===== src/rtl/nmpe_map.svh =====
`ifndef NMPE_MAP_SVH
`define NMPE_MAP_SVH
// clock and pin timing
`define NMPE_CLK_NS 10
`define NMPE_WE_LOW_NS 20
`define NMPE_WE_LOW_CYC ((`NMPE_WE_LOW_NS + `NMPE_CLK_NS - 1) / `NMPE_CLK_NS)
`define NMPE_WE_HIGH_NS 20
`define NMPE_WE_HIGH_CYC ((`NMPE_WE_HIGH_NS + `NMPE_CLK_NS - 1) / `NMPE_CLK_NS)
`define NMPE_RE_LOW_NS 40
`define NMPE_RE_LOW_CYC ((`NMPE_RE_LOW_NS + `NMPE_CLK_NS - 1) / `NMPE_CLK_NS)
`define NMPE_BUSY_START_NS 100
`define NMPE_BUSY_START_CYC \
   ((`NMPE_BUSY_START_NS + `NMPE_CLK_NS - 1) / `NMPE_CLK_NS)
// command bytes
`define NMPE_CMD_READ_SETUP 8'h00
`define NMPE_CMD_READ_COPY 8'h35
`define NMPE_CMD_SERIAL_IN 8'h80
`define NMPE_CMD_SECOND_PAGE 8'h81
`define NMPE_CMD_COL_CHANGE 8'h85
`define NMPE_CMD_PROG_CONFIRM 8'h10
`define NMPE_CMD_PAGE_END 8'h11
`define NMPE_CMD_ERASE_SETUP 8'h60
`define NMPE_CMD_ERASE_START 8'hd0
`define NMPE_CMD_STATUS 8'h70
`define NMPE_CMD_DIST_STATUS 8'h71
`define NMPE_CMD_RESET 8'hff
// geometry and limits
`define NMPE_SECTOR_BYTES 12'd528
`define NMPE_PAGE_BYTES 12'd2112
`define NMPE_MAX_PROGS 3'h4
// address selectors of an address element
`define NMPE_ASEL_FULL1 8'h00
`define NMPE_ASEL_FULL2 8'h01
`define NMPE_ASEL_ROW1 8'h02
`define NMPE_ASEL_ROW2 8'h03
`define NMPE_ADDR_LAST 3'h4
// status bit positions
`define NMPE_ST_FAIL 0
`define NMPE_ST_D0_FAIL 1
`define NMPE_ST_D1_FAIL 2
`define NMPE_ST_READY 6
`define NMPE_ST_WP_N 7
`endif


===== src/rtl/nmpe_pkg.sv =====
package nmpe_pkg;
   // user operations
   typedef enum logic [2:0] {
      OP_PROG = 3'h0,
      OP_MPROG = 3'h1,
      OP_ERASE = 3'h2,
      OP_MERASE = 3'h3,
      OP_COPY = 3'h4,
      OP_STATUS = 3'h5,
      OP_DSTATUS = 3'h6,
      OP_RESET = 3'h7
   } nmpe_op_t;
   // kinds of sequence element
   typedef enum logic [2:0] {
      EK_CMD = 3'h0,
      EK_ADDR = 3'h1,
      EK_DATA = 3'h2,
      EK_WAIT = 3'h3,
      EK_READ = 3'h4,
      EK_END = 3'h5
   } nmpe_kind_t;
   typedef enum logic {
      ST_IDLE = 1'b0,
      ST_RUN = 1'b1
   } nmpe_state_t;
   typedef struct packed {
      nmpe_kind_t kind;
      logic [7:0] val;
   } nmpe_elem_t;
endpackage : nmpe_pkg


===== src/rtl/nmpe_fifo.sv =====
module nmpe_fifo #(
   parameter int unsigned WIDTH = 8,
   parameter int unsigned DEPTH = 16
) (
   input wire logic clk,
   input wire logic rst_b,
   input wire logic en,
   input wire logic in_valid,
   output logic in_ready,
   input wire logic [WIDTH-1:0] in_data,
   output logic out_valid,
   input wire logic out_ready,
   output logic [WIDTH-1:0] out_data
);
   localparam int unsigned AW = $clog2(DEPTH);
   localparam logic [AW:0] FULL = (AW + 1)'(DEPTH);
   logic [WIDTH-1:0] mem [DEPTH];
   logic [AW-1:0] rd_r, wr_r;
   logic [AW:0] cnt_r, cnt_nxt;
   logic push, pop;

   // handshakes on both sides
   assign push = in_valid && in_ready && en;
   assign pop = out_valid && out_ready && en;
   assign out_valid = cnt_r != '0;
   assign out_data = mem[rd_r];

   // fill level
   always_comb begin
      cnt_nxt = cnt_r;
      if (push && !pop) cnt_nxt = cnt_r + 1'b1;
      else if (pop && !push) cnt_nxt = cnt_r - 1'b1;
   end

   // pointers, level and registered ready
   always_ff @(posedge clk or negedge rst_b) begin
      if (!rst_b) begin
         rd_r <= '0;
         wr_r <= '0;
         cnt_r <= '0;
         in_ready <= 1'b1;
      end else if (en) begin
         if (push) wr_r <= wr_r + 1'b1;
         if (pop) rd_r <= rd_r + 1'b1;
         cnt_r <= cnt_nxt;
         in_ready <= cnt_nxt != FULL;
      end
   end

   // storage
   always_ff @(posedge clk) begin
      if (push) mem[wr_r] <= in_data;
   end
endmodule : nmpe_fifo


===== src/rtl/nmpe_host.sv =====
`include "nmpe_map.svh"
// Notes on behaviour
// - multi ops: one block per district, shared page
// - write protect stays high during operations
// - program whole sectors, four per page; any length from 528 to 2112 bytes is taken
// - serial input, address, data, then confirm
// - second page only after page-end, ready
// - multi program ends only with confirm
// - two setup groups, one start, district status
// - abandon unfinished sequence with reset command
// - copy: data input, destination, optional data, confirm
// - copy source and destination share a district
// - command and address latch levels per cycle
// - five address bytes, block above page bits
module nmpe_host (
   input wire logic clk,
   input wire logic rst_b,
   input wire logic en,
   input wire logic cmd_valid,
   output logic cmd_ready,
   input nmpe_pkg::nmpe_op_t cmd_op,
   input wire logic [10:0] cmd_block1,
   input wire logic [10:0] cmd_block2,
   input wire logic [5:0] cmd_page,
   input wire logic [11:0] cmd_col,
   input wire logic [11:0] cmd_len,
   input wire logic abort,
   input wire logic wp_req,
   input wire logic wr_valid,
   output logic wr_ready,
   input wire logic [7:0] wr_data,
   output logic done_r,
   output logic err_r,
   output logic busy_r,
   output logic [7:0] status_r,
   output logic nand_ce_n_r,
   output logic nand_cle_r,
   output logic nand_ale_r,
   output logic nand_we_n_r,
   output logic nand_re_n_r,
   output logic nand_wp_n_r,
   output logic [7:0] nand_io_o_r,
   output logic nand_io_oe_r,
   input wire logic [7:0] nand_io_i,
   input wire logic ready_busy_n
);
   localparam logic [7:0] WE_LO = 8'(`NMPE_WE_LOW_CYC);
   localparam logic [7:0] BYTE_END = 8'(`NMPE_WE_LOW_CYC + `NMPE_WE_HIGH_CYC);
   localparam logic [7:0] RE_LO = 8'(`NMPE_RE_LOW_CYC);
   localparam logic [7:0] RE_END = 8'(`NMPE_RE_LOW_CYC + `NMPE_WE_HIGH_CYC);
   localparam logic [7:0] WB = 8'(`NMPE_BUSY_START_CYC);

   nmpe_pkg::nmpe_state_t state_r;
   nmpe_pkg::nmpe_op_t op_r;
   nmpe_pkg::nmpe_elem_t elem;
   logic [3:0] step_r;
   logic [7:0] cnt_r;
   logic [2:0] bidx_r, bsel, nprog_r;
   logic [11:0] dcnt_r, len_r, col_r;
   logic [10:0] blk1_r, blk2_r;
   logic [5:0] page_r;
   logic [16:0] last_pg_r, key;
   logic [7:0] io_s1_r, io_s2_r, abyte, fifo_data;
   logic rb_s1_r, rb_s2_r, fifo_v, fifo_pop, run, drive;
   logic take, refused, is_prog, is_multi, adv, byte_end, abort_go;

   function automatic nmpe_pkg::nmpe_elem_t mk(
      input nmpe_pkg::nmpe_kind_t k, input logic [7:0] v);
      return '{kind: k, val: v};
   endfunction : mk

   function automatic nmpe_pkg::nmpe_elem_t c(input logic [7:0] v);
      return mk(nmpe_pkg::EK_CMD, v);
   endfunction : c

   // sequence of pin cycles per operation
   function automatic nmpe_pkg::nmpe_elem_t script(
      input nmpe_pkg::nmpe_op_t op, input logic [3:0] st);
      nmpe_pkg::nmpe_elem_t e, a1, a2, r1, r2, d, w, rd, x;
      a1 = mk(nmpe_pkg::EK_ADDR, `NMPE_ASEL_FULL1);
      a2 = mk(nmpe_pkg::EK_ADDR, `NMPE_ASEL_FULL2);
      r1 = mk(nmpe_pkg::EK_ADDR, `NMPE_ASEL_ROW1);
      r2 = mk(nmpe_pkg::EK_ADDR, `NMPE_ASEL_ROW2);
      d = mk(nmpe_pkg::EK_DATA, 8'h00);
      w = mk(nmpe_pkg::EK_WAIT, 8'h00);
      rd = mk(nmpe_pkg::EK_READ, 8'h00);
      x = mk(nmpe_pkg::EK_END, 8'h00);
      e = x;
      case (op)
         nmpe_pkg::OP_PROG: begin
            case (st)
               4'h0: e = c(`NMPE_CMD_SERIAL_IN);
               4'h1: e = a1;
               4'h2: e = d;
               4'h3: e = c(`NMPE_CMD_PROG_CONFIRM);
               4'h4: e = w;
               4'h5: e = c(`NMPE_CMD_STATUS);
               4'h6: e = rd;
               default: e = x;
            endcase
         end
         nmpe_pkg::OP_MPROG: begin
            case (st)
               4'h0: e = c(`NMPE_CMD_SERIAL_IN);
               4'h1: e = a1;
               4'h2: e = d;
               4'h3: e = c(`NMPE_CMD_PAGE_END);
               4'h4: e = w;
               4'h5: e = c(`NMPE_CMD_SECOND_PAGE);
               4'h6: e = a2;
               4'h7: e = d;
               4'h8: e = c(`NMPE_CMD_PROG_CONFIRM);
               4'h9: e = w;
               4'ha: e = c(`NMPE_CMD_DIST_STATUS);
               4'hb: e = rd;
               default: e = x;
            endcase
         end
         nmpe_pkg::OP_ERASE, nmpe_pkg::OP_MERASE: begin
            case (st)
               4'h0: e = c(`NMPE_CMD_ERASE_SETUP);
               4'h1: e = r1;
               4'h2: e = (op == nmpe_pkg::OP_MERASE) ?
                         c(`NMPE_CMD_ERASE_SETUP) : c(`NMPE_CMD_ERASE_START);
               4'h3: e = (op == nmpe_pkg::OP_MERASE) ? r2 : w;
               4'h4: e = (op == nmpe_pkg::OP_MERASE) ?
                         c(`NMPE_CMD_ERASE_START) : c(`NMPE_CMD_STATUS);
               4'h5: e = (op == nmpe_pkg::OP_MERASE) ? w : rd;
               4'h6: e = (op == nmpe_pkg::OP_MERASE) ?
                         c(`NMPE_CMD_DIST_STATUS) : x;
               4'h7: e = (op == nmpe_pkg::OP_MERASE) ? rd : x;
               default: e = x;
            endcase
         end
         nmpe_pkg::OP_COPY: begin
            case (st)
               4'h0: e = c(`NMPE_CMD_READ_SETUP);
               4'h1: e = a1;
               4'h2: e = c(`NMPE_CMD_READ_COPY);
               4'h3: e = w;
               4'h4: e = c(`NMPE_CMD_COL_CHANGE);
               4'h5: e = a2;
               4'h6: e = d;
               4'h7: e = c(`NMPE_CMD_PROG_CONFIRM);
               4'h8: e = w;
               4'h9: e = c(`NMPE_CMD_STATUS);
               4'ha: e = rd;
               default: e = x;
            endcase
         end
         nmpe_pkg::OP_STATUS, nmpe_pkg::OP_DSTATUS: begin
            case (st)
               4'h0: e = c((op == nmpe_pkg::OP_STATUS) ?
                         `NMPE_CMD_STATUS : `NMPE_CMD_DIST_STATUS);
               4'h1: e = rd;
               default: e = x;
            endcase
         end
         default: begin
            case (st)
               4'h0: e = c(`NMPE_CMD_RESET);
               4'h1: e = w;
               default: e = x;
            endcase
         end
      endcase
      return e;
   endfunction : script

   // address byte by index: two column, three row bytes
   function automatic logic [7:0] addr_byte(input logic [2:0] idx,
      input logic [11:0] col, input logic [16:0] row);
      case (idx)
         3'h0: addr_byte = col[7:0];
         3'h1: addr_byte = {4'h0, col[11:8]};
         3'h2: addr_byte = row[7:0];
         3'h3: addr_byte = row[15:8];
         default: addr_byte = {7'h00, row[16]};
      endcase
   endfunction : addr_byte

   nmpe_fifo #(.WIDTH(8), .DEPTH(16)) u_fifo (
      .clk(clk),
      .rst_b(rst_b),
      .en(en),
      .in_valid(wr_valid),
      .in_ready(wr_ready),
      .in_data(wr_data),
      .out_valid(fifo_v),
      .out_ready(fifo_pop),
      .out_data(fifo_data)
   );

   // request checks and element decode
   assign elem = script(op_r, step_r);
   assign run = state_r == nmpe_pkg::ST_RUN;
   assign take = cmd_valid && cmd_ready && state_r == nmpe_pkg::ST_IDLE;
   assign is_prog = cmd_op == nmpe_pkg::OP_PROG ||
                    cmd_op == nmpe_pkg::OP_MPROG;
   assign is_multi = cmd_op == nmpe_pkg::OP_MPROG ||
                     cmd_op == nmpe_pkg::OP_MERASE;
   assign key = (cmd_op == nmpe_pkg::OP_COPY) ? {cmd_block2, cmd_page} :
                {cmd_block1, cmd_page};
   assign refused = (is_multi && cmd_block1[0] == cmd_block2[0]) ||
      (cmd_op == nmpe_pkg::OP_COPY &&
       cmd_block1[0] != cmd_block2[0]) ||
      (is_prog && (cmd_len < `NMPE_SECTOR_BYTES ||
                   cmd_len > `NMPE_PAGE_BYTES)) ||
      ((is_prog || cmd_op == nmpe_pkg::OP_COPY) && key == last_pg_r &&
       nprog_r == `NMPE_MAX_PROGS);
   assign bsel = bidx_r + {elem.val[1], 1'b0};
   assign abyte = addr_byte(bsel, col_r,
      elem.val[0] ? {blk2_r, page_r} : {blk1_r, page_r});
   assign byte_end = cnt_r == BYTE_END;
   assign drive = elem.kind == nmpe_pkg::EK_CMD ||
      elem.kind == nmpe_pkg::EK_ADDR || elem.kind == nmpe_pkg::EK_DATA;
   assign fifo_pop = run && elem.kind == nmpe_pkg::EK_DATA && byte_end &&
                     dcnt_r != 12'h000;
   // abort only at an element start, between data bytes or in a wait, never inside an address
   assign abort_go = abort && run && op_r != nmpe_pkg::OP_RESET &&
      elem.kind != nmpe_pkg::EK_END &&
      ((cnt_r == 8'h00 && bidx_r == 3'h0) ||
       elem.kind == nmpe_pkg::EK_WAIT);

   // element completion
   always_comb begin
      case (elem.kind)
         nmpe_pkg::EK_CMD: adv = byte_end;
         nmpe_pkg::EK_ADDR: adv = byte_end && bsel == `NMPE_ADDR_LAST;
         nmpe_pkg::EK_DATA: adv = dcnt_r == 12'h000 ||
                                  (byte_end && dcnt_r == 12'h001);
         nmpe_pkg::EK_WAIT: adv = cnt_r == WB && rb_s2_r;
         nmpe_pkg::EK_READ: adv = cnt_r == RE_END;
         default: adv = 1'b0;
      endcase
   end

   // pin synchronisers
   always_ff @(posedge clk or negedge rst_b) begin
      if (!rst_b) begin
         io_s1_r <= 8'h00;
         io_s2_r <= 8'h00;
         rb_s1_r <= 1'b0;
         rb_s2_r <= 1'b0;
      end else if (en) begin
         io_s1_r <= nand_io_i;
         io_s2_r <= io_s1_r;
         rb_s1_r <= ready_busy_n;
         rb_s2_r <= rb_s1_r;
      end
   end

   // sequencer
   always_ff @(posedge clk or negedge rst_b) begin
      if (!rst_b) begin
         state_r <= nmpe_pkg::ST_IDLE;
         op_r <= nmpe_pkg::OP_STATUS;
         step_r <= 4'h0;
         cnt_r <= 8'h00;
         bidx_r <= 3'h0;
         dcnt_r <= 12'h000;
         len_r <= 12'h000;
         col_r <= 12'h000;
         blk1_r <= 11'h000;
         blk2_r <= 11'h000;
         page_r <= 6'h00;
      end else if (en) begin
         case (state_r)
            nmpe_pkg::ST_IDLE: begin
               step_r <= 4'h0;
               cnt_r <= 8'h00;
               bidx_r <= 3'h0;
               if (take && !refused) begin
                  state_r <= nmpe_pkg::ST_RUN;
                  op_r <= cmd_op;
                  blk1_r <= cmd_block1;
                  blk2_r <= cmd_block2;
                  page_r <= cmd_page;
                  col_r <= cmd_col;
                  len_r <= cmd_len;
                  dcnt_r <= cmd_len;
               end
            end
            default: begin
               if (abort_go) begin
                  op_r <= nmpe_pkg::OP_RESET;
                  step_r <= 4'h0;
                  cnt_r <= 8'h00;
                  bidx_r <= 3'h0;
               end else if (adv) begin
                  step_r <= step_r + 4'h1;
                  cnt_r <= 8'h00;
                  bidx_r <= 3'h0;
                  dcnt_r <= len_r;
               end else if (elem.kind == nmpe_pkg::EK_END) begin
                  state_r <= nmpe_pkg::ST_IDLE;
               end else if (elem.kind == nmpe_pkg::EK_ADDR && byte_end) begin
                  bidx_r <= bidx_r + 3'h1;
                  cnt_r <= 8'h00;
               end else if (elem.kind == nmpe_pkg::EK_DATA && byte_end) begin
                  dcnt_r <= dcnt_r - 12'h001;
                  cnt_r <= 8'h00;
               end else if (elem.kind == nmpe_pkg::EK_DATA) begin
                  if (cnt_r != 8'h00 || fifo_v) cnt_r <= cnt_r + 8'h01;
               end else if (elem.kind == nmpe_pkg::EK_WAIT) begin
                  if (cnt_r != WB) cnt_r <= cnt_r + 8'h01;
               end else begin
                  cnt_r <= cnt_r + 8'h01;
               end
            end
         endcase
      end
   end

   // device pins
   always_ff @(posedge clk or negedge rst_b) begin
      if (!rst_b) begin
         nand_ce_n_r <= 1'b1;
         nand_cle_r <= 1'b0;
         nand_ale_r <= 1'b0;
         nand_we_n_r <= 1'b1;
         nand_re_n_r <= 1'b1;
         nand_wp_n_r <= 1'b1;
         nand_io_o_r <= 8'h00;
         nand_io_oe_r <= 1'b0;
      end else if (en) begin
         nand_ce_n_r <= !run;
         nand_cle_r <= run && elem.kind == nmpe_pkg::EK_CMD;
         nand_ale_r <= run && elem.kind == nmpe_pkg::EK_ADDR;
         nand_we_n_r <= !(run && drive && cnt_r >= 8'h01 && cnt_r <= WE_LO);
         nand_re_n_r <= !(run && elem.kind == nmpe_pkg::EK_READ &&
                          cnt_r >= 8'h01 && cnt_r <= RE_LO);
         nand_wp_n_r <= !(wp_req && !run);
         nand_io_oe_r <= run && drive;
         if (elem.kind == nmpe_pkg::EK_CMD) nand_io_o_r <= elem.val;
         else if (elem.kind == nmpe_pkg::EK_ADDR) nand_io_o_r <= abyte;
         else nand_io_o_r <= fifo_data;
      end
   end

   // user answers
   always_ff @(posedge clk or negedge rst_b) begin
      if (!rst_b) begin
         cmd_ready <= 1'b1;
         done_r <= 1'b0;
         err_r <= 1'b0;
         busy_r <= 1'b0;
         status_r <= 8'h00;
      end else if (en) begin
         cmd_ready <= (!run && !(take && !refused)) ||
                      (run && elem.kind == nmpe_pkg::EK_END);
         done_r <= run && elem.kind == nmpe_pkg::EK_END;
         err_r <= take && refused;
         busy_r <= run;
         if (run && elem.kind == nmpe_pkg::EK_READ && cnt_r == RE_LO)
            status_r <= io_s2_r;
      end
   end

   // program count per page
   always_ff @(posedge clk or negedge rst_b) begin
      if (!rst_b) begin
         last_pg_r <= 17'h00000;
         nprog_r <= 3'h0;
      end else if (en && take && !refused) begin
         if (is_prog || cmd_op == nmpe_pkg::OP_COPY) begin
            if (key == last_pg_r) nprog_r <= nprog_r + 3'h1;
            else nprog_r <= 3'h1;
            last_pg_r <= key;
         end else if ((cmd_op == nmpe_pkg::OP_ERASE ||
                       cmd_op == nmpe_pkg::OP_MERASE) &&
                      (last_pg_r[16:6] == cmd_block1 ||
                       (cmd_op == nmpe_pkg::OP_MERASE &&
                        last_pg_r[16:6] == cmd_block2))) begin
            nprog_r <= 3'h0;
         end
      end
   end

   // helpers that watch the strobes
   logic we_q_r, cmd_rise, addr_rise;
   logic [7:0] prev_cmd_r;
   logic [2:0] acnt_r;
   assign cmd_rise = nand_cle_r && nand_we_n_r && !we_q_r;
   assign addr_rise = nand_ale_r && nand_we_n_r && !we_q_r;
   always_ff @(posedge clk or negedge rst_b) begin
      if (!rst_b) begin
         we_q_r <= 1'b1;
         prev_cmd_r <= `NMPE_CMD_RESET;
         acnt_r <= 3'h0;
      end else if (en) begin
         we_q_r <= nand_we_n_r;
         if (cmd_rise) prev_cmd_r <= nand_io_o_r;
         if (cmd_rise) acnt_r <= 3'h0;
         else if (addr_rise) acnt_r <= acnt_r + 3'h1;
      end
   end
endmodule : nmpe_host


===== config.mk =====
export PLATFORM = sky130hd
export DESIGN_NAME = nmpe_host
export DESIGN_NICKNAME = d
export VERILOG_FILES = /design/src/rtl/nmpe_pkg.sv /design/src/rtl/nmpe_fifo.sv /design/src/rtl/nmpe_host.sv
export VERILOG_INCLUDE_DIRS = /design/src /design/src/rtl
export SDC_FILE = /design/constraint.sdc
export NUM_CORES = 1
export LEC_CHECK = 0
export ABC_AREA = 1
export BUFFER_PORTS_ARGS = -buffer_cell sky130_fd_sc_hd__buf_2
export CORE_UTILIZATION = 55
export DETAILED_ROUTE_END_ITERATION = 16
export MAX_ROUTING_LAYER = met4
export PLACE_DENSITY = 0.78
export SYNTH_ARGS = -nofsm -noshare
export SYNTH_HDL_FRONTEND = slang
export SYNTH_HIERARCHICAL = 1
export SYNTH_SLANG_ARGS = --single-unit

===== constraint.sdc =====
create_clock -name clk -period 5.3 [get_ports clk]
set_input_delay 0.53 -clock clk [delete_from_list [all_inputs] [get_ports clk]]
set_output_delay 0.53 -clock clk [all_outputs]
set_load 0.02 [all_outputs]

; Word-level counts from Yosys, hierarchy flattened
; Memory sizes are Yosys's and may differ from the RTL's.
; Index checks and enable logic that the tools add are counted.
[word_totals]
register_bits = 162
ram_bits = 128
romBits = 272
input_bits = 79
output_inout_bits = 28
word_cells = 254
memories = 3
[mem_list]
columns = memory, words, word_bits, read_ports, rd_ports_with_merged_regs, wr, line
row1 = (name not given), 16, 9, 1, 0, 0, nmpe_host.sv:136  ; case (st)
row2 = (name not given), 16, 8, 1, 0, 0, nmpe_host.sv:103  ; case (st)
row3 = u_fifo.mem, 16, 8, 1, 0, 1, nmpe_fifo.sv:17  ; logic [WIDTH-1:0] mem [DEPTH];
[op_classes]
addsub = 10
n_lt_le_gt_ge = 5
eq_ne = 50
n_mux = 58
n_bitwise = 1
n_reduce_logical = 93
[ops]
columns = cell, count
row1 = two-way mux 8 bit, 14
row2 = case mux 11 bit (8 select lines), 1
row3 = two-way mux 12 bit, 7
row4 = case mux 11 bit (7 select lines), 1
row5 = case mux 11 bit (5 select lines), 1
row6 = logical AND 1 bit, 44
row7 = case mux 11 bit (2 select lines), 2
row8 = two-way mux 17 bit, 2
row9 = two-way mux 3 bit, 11
row10 = case mux 8 bit (4 select lines), 1
row11 = equality test 3 x 2 -> 1 bit (second input constant), 8
row12 = equality test 3 bit (second input constant), 8
row13 = equality test 11 bit, 2
row14 = two-way mux 11 bit, 2
row15 = equality test 17 bit, 1
row16 = equality test 4 x 3 -> 1 bit (second input constant), 4
row17 = equality test 8 x 3 -> 1 bit (second input constant), 2
row18 = logical NOT 3 bit, 5
row19 = logical OR 1 bit, 15
row20 = adder 4 x 1 -> 4 bit (second input constant), 3
row21 = equality test 12 x 1 -> 1 bit (second input constant), 1
row22 = equality test 3 x 1 -> 1 bit (second input constant), 4
row23 = greater-than comparator 12 bit (second input constant), 1
row24 = logical NOT 12 bit, 1
row25 = other kinds (44), 76

; Depth between registers and ports, before layout
[logic_depth]
depth_word = 14
mapped_depth = 24
depth_no_buf = 23

; Modules after synthesis
; Netlist, hierarchy kept.
[modules_own_cells]
columns = module, instances, cells_per_inst, area_per_inst_um2, seq_area_each_um2
row1 = nmpe_host, 1, 1268, 8949.8, 3712.3
row2 = nmpe_fifo, 1, 452, 5945.7, 4195.3

; Least setup slack after synthesis
; OpenSTA, ideal clock, no wires.
[synth_timing]
path_type = register to register
start = register step_r[0]
end = register dcnt_r[10]
setup_ps = 116
arrival_ps = 2534
required_time_ps = 5184
setup_slack_ps = 2650
path_stages_with_launch = 21
n_path_buf = 1
path_cell_list = dfrtp_1 -> ha_1 -> nand2_1 -> o21ai_0 -> nand2_1 -> o21ai_0 -> ha_1 -> or2_2 -> nand2_1 -> nand2_1 -> nor2_1 -> nand4_1 -> nand2_1 -> nor2_4 -> nand2_4 -> buf_6 -> nand2_1 -> nand3_1 -> nand2_1 -> nand2_1 -> nand2_1
[synth_between]
elab_chain_cells = 10
[synth_rtl]
columns = item, line
row1 = from (decl), nmpe_host.sv:56  ; logic [3:0] step_r;
row2 = from (signal assigned), nmpe_host.sv:291  ; step_r <= step_r + 4'h1;
row3 = equality test 4 x 3 -> 1 bit (tied with other cells), nmpe_host.sv:120  ; case (st)
row4 = case mux 11 bit (8 select lines) / case mux 11 bit (2 select lines) (equally long branches), "nmpe_host.sv:120, nmpe_host.sv:160"
row5 = case mux 11 bit (5 select lines) *, nmpe_host.sv:89  ; case (op)
row6 = branches (longest 7 deep; another with adder 3 x 2 -> 3 bit), --
row7 = to (signal assigned), nmpe_host.sv:281  ; dcnt_r <= cmd_len;
row8 = to (signal assigned), nmpe_host.sv:294  ; dcnt_r <= len_r;
row9 = to (signal assigned), nmpe_host.sv:301  ; dcnt_r <= dcnt_r - 12'h001;
row10 = to (decl), nmpe_host.sv:59  ; logic [11:0] dcnt_r, len_r, col_r;
; Every way passes the cells marked *. The select of a mux whose other input is x is not followed.
; A chain may end at the register's enable or synchronous reset.

; Worst setup path after layout
[layout_timing]
start = register step_r[0]
end = register u_fifo.in_ready
[layout_between]
elab_chain_cells = 13
[layout_rtl]
columns = item, line
row1 = equality test 4 x 3 -> 1 bit (tied with other cells), nmpe_host.sv:120
row2 = case mux 11 bit (8 select lines) (tied with other cells), nmpe_host.sv:120
row3 = case mux 11 bit (5 select lines) *, nmpe_host.sv:89
row4 = equality test 3 x 2 -> 1 bit *, nmpe_host.sv:217  ; assign fifo_pop = run && elem.kind == nmpe_pkg::EK_DATA && byte_end &&
row5 = logical AND 1 bit * (3 in a row), nmpe_host.sv:217
row6 = named net fifo_pop, nmpe_host.sv:64  ; logic rb_s1_r, rb_s2_r, fifo_v, fifo_pop, run, drive;
row7 = logical AND 1 bit * (2 in a row), nmpe_fifo.sv:24  ; assign pop = out_valid && out_ready && en;
row8 = logical AND 1 bit / logical NOT 1 bit (equally long branches), "nmpe_fifo.sv:32, nmpe_fifo.sv:31"
row9 = two-way mux 5 bit / logical AND 1 bit (equally long branches), "nmpe_fifo.sv:32, nmpe_fifo.sv:31"
row10 = two-way mux 5 bit *, nmpe_fifo.sv:31  ; if (push && !pop) cnt_nxt = cnt_r + 1'b1;
row11 = inequality test 5 bit *, nmpe_fifo.sv:46  ; in_ready <= cnt_nxt != FULL;
row12 = to (signal assigned), nmpe_fifo.sv:41  ; in_ready <= 1'b1;
row13 = to (signal assigned), nmpe_fifo.sv:46
row14 = to (decl), nmpe_fifo.sv:9  ; output logic in_ready,
; The timed path passes the listed nets; every way through them passes the cells marked *.

==> run_results.csv <==
group,metric,value,unit
outcome,status,"complete, but fails checks",
outcome,violations,"DRC",
setup_path,r2r_start,"step_r[0]",
route,wl,37800,um
clock_tree,ctsHoldBuffers,0,
global_route,grt_pass1_vias,11800,
finish,final_core_util,0.627,
power_and_ir_drop,pwr-share-seq,0.374,
logic_synthesis,synthFlopType,"dfrtp_1",
clock_tree,numCtsBuffers,28,
clock_tree,clkLatencyLatePin,560,ps
global_route,antenna_found_initial,0,
floorplan,dieArea,0.0277,mm2
route,drt_iter0_markers,1274,
clock_tree,post_cts_resized,0,
setup_path,worst_ep_required_time,5790,ps
logic_synthesis,synth-seq-cells,290,
route,vias,12200,
power_and_ir_drop,pwr-share-comb,0.415,
logic_synthesis,yosys.area.top_type_share,0.259,
logic_synthesis,synth_common_cells,"nand2_1, nor2_1, o21ai_0",
hold_path,min_path_type,"input port to async pin",
logic_synthesis,synth.distinct_cells,49,
route,ant_nets,0,
sta,slew-limit-headroom,0.191,
sta,setup_violations,0,
power_and_ir_drop,p_leak,7.61,nW
finish,num_antenna_cells,0,
route,wire_per_inst,17.5,um
finish,layout-area-overhead-vs-synth,10.5,%
power_and_ir_drop,ir_drop,269,uV
logic_synthesis,syn-cell-area,0.0149,mm2
clock_tree,cts_setup_buffers,0,
sta,fin_crit_sh,0.697,
logic_synthesis,synth_cells,1720,
floorplan,start_util,0.567,
floorplan,num_rows,59,
logic_synthesis,yosysWarnings,6,
global_route,grt_max_degree,89,
logic_synthesis,yosysTopAreaCell,"dfrtp_1",
route,routed_via_density,5.65,
sta,fin_worst_skew,14.8,ps
logic_synthesis,synth_edf_count,128,
clock_tree,cts.sinks,290,
sta,rsz0062_at_grt,"false",
setup_path,cp-start-kind,"flop",
sta,final_hold_viol_count,0,
run,max_cap_viol_count,0,
clock_tree,htree_levels,1,
floorplan,die_x,167,um
power_and_ir_drop,switchingPower,3.83,mW
power_and_ir_drop,swShare,0.427,
global_route,grt_first_pass_wirelength,61400,um
global_route,grtUsageTotal,0.285,
floorplan,io_pins,107,
placement,dp_hpwl,26000,um
finish,final_layout_size_suffix_gt1_frac,0.116,
floorplan,coreArea,0.0263,mm2
sta,fin_setup_tns,0,ps
logic_synthesis,yosysMostFrequentCell,"nand2_1",
setup_path,critPathLaunch,"step_r[0]",
placement,port_buffers,106,
global_route,overflow,0,
clock_tree,cts_root_buf,"clkbuf_16",
power_and_ir_drop,p_int,5.14,mW
setup_path,worstSetupEndpointType,"flop",
logic_synthesis,synthTopCellsByArea,"dfrtp_1, edfxtp_1, nand2_1",
setup_path,arrival,4180,ps
setup_path,worst-path-max-fanout,11,
clock_tree,clk_pin_slew_worst_paths,60,ps
sta,post-route-min-period,3690,ps
placement,gp_congestion,0.922,
setup_path,path_class,"flop to flop",
route,firstDrtPassIters,12,
logic_synthesis,seq_area_frac_synth,0.531,
sta,fmax,271,MHz
clock_tree,cts_buffer_depth,3,
sta,worst_pin_slew,1210,ps
logic_synthesis,synth_nets,1823,
logic_synthesis,async_reset_ff_frac,0.559,
finish,fillers,2180,
clock_tree,cts_tree,"done",
power_and_ir_drop,p_per_area,545,mW/mm2
floorplan,die_h,167,um
logic_synthesis,avgSynthCellArea,8.66,um2
finish,final_nets,1903,
power_and_ir_drop,clkPwrFrac,0.212,
route,drcViolationCount,4,
sta,slew_viol_final,0,
-- power by group through the flow --
stage | Sequential [mW] | Clock (mW) | Combinational [mW]
2_1_floorplan | 3.31 | 0 | 2.72
3_3_place_gp | 3.36 | 0 | 3.57
3_5_place_dp | 3.37 | 0 | 3.65
4_1_cts | 3.33 | 1.92 | 3.69
5_1_grt | 3.42 | 2.00 | 4.18
6_report | 3.35 | 1.90 | 3.72
-- routing by layer --
metal / up-vias / track usage / wire length [um]
met3: 73 / 0.0359 / 3080
li1: 5866 / - / -
met5: - / - / 0
met1: 5728 / 0.407 / 17000
met2: 507 / 0.432 / 16800
met4: 0 / 0.0745 / 921
-- cell type report --
cell class                      count  area (um2)  area share
Multi-Input combinational cell   1194        6010       0.365
Clock buffer                       36         741      0.0450
Clock inverter                     14         133     0.00806
Sequential cell                   290        7910       0.480
Timing Repair Buffer              116         612      0.0372
Inverter                          170         638      0.0388
Tap cell                          335         419      0.0255
-- metrics by stage --
stage                     hold slack (ps)  setup WS, ps  total power, mW  area [um2]  instances
final                                43.3          1610             8.97       16500       2155
after global routing                  122          1140             9.60       16500       2155
after CTS                            88.8          1650             8.94       16500       2155
after detailed placement              464          1280             7.02       15600       2105
after global placement                454          1440             6.93       15600       2105
after floorplan                       234          2650             6.03       14900       1720
-- state kept, by name, indices dropped and copies added, names as in the netlist, 4 cells and up --
| signal | count |
|---|---|
| last_pg_r | 17 |
| nand_io_o_r | 8 |
| cnt_r | 8 |
| blk2_r | 11 |
| u_fifo/rd_r | 4 |
| u_fifo/wr_r | 4 |
| page_r | 6 |
| step_r | 4 |
| u_fifo/cnt_r | 5 |
| dcnt_r | 12 |
| io_s2_r | 8 |
| col_r | 12 |
| u_fifo/mem | 128 |
| io_s1_r | 8 |
| blk1_r | 11 |
| status_r | 8 |
| len_r | 12 |
-- cell usage in the layout (no fill, tap or decap), drive strengths merged, types with 3 or more instances in the layout --
cell,Yosys,routed
inv,167,168
clkbuf,31,36
o21a,3,3
buf,35,116
clkinv,3,13
o32ai,7,7
o221ai,22,22
nor2,180,180
ha,24,24
xnor2,5,5
nand3,97,97
a221oi,3,3
xor2,37,37
nor4,5,5
nor3,19,19
nand2,508,508
dfstp,8,8
nand4,33,33
mux2i,23,23
a31oi,3,3
a21oi,23,23
o21ai,171,171
edfxtp,128,128
a21boi,3,3
o211ai,20,20
dfrtp,154,154
-- path summary, 6_finish.rpt --
| kind | to | slack, ps | depth (start not counted) |
|---|---|---|---|
| worst min register to register | io_s2_r[4] | 470 | 2 |
| max in group asynchronous | last_pg_r[2] | 4150 | 2 |
| worst min-delay path | status_r[7] | 40 | 1 |
| worst max register to register | u_fifo/in_ready | 1610 | 23 |
| min in group clk | nand_wp_n_r | 100 | 2 |
| worst max-delay path | u_fifo/in_ready | 1610 | 23 |
-- worst max-delay path: stages, from the launching register on --
cell	delay, ps
dfrtp_1	460
inv_1	170
ha_1	270
nand3_2	190
nand2_1	180
nor2_1	60
nand2_1	80
nand2_1	60
nand2_1	60
nand3_1	70
nand2_1	320
nand4_1	320
nor2_1	410
nand2_1	120
inv_2	140
nand2_4	110
nand2_4	110
nand2_1	60
nand2_1	50
nand2_1	70
nor2_1	90
nand2_1	70
nor2_1	120
nor2_1	50
-- cell families (layout without fill, tap and decap cells) --
kind of cell / after synthesis / in the layout / share of synthesized area
and+or+nand+nor: 845 / 845 / 0.241
DFF: 290 / 290 / 0.531
AOI/OAI and AO/OA: 260 / 260 / 0.102
buffers and inverters: 236 / 336 / 0.0654
xor gates and xnor gates: 42 / 42 / 0.0247
adders and majority gates: 24 / 24 / 0.0202
muxes: 23 / 23 / 0.0155
(Power assumes the default switching activity.)
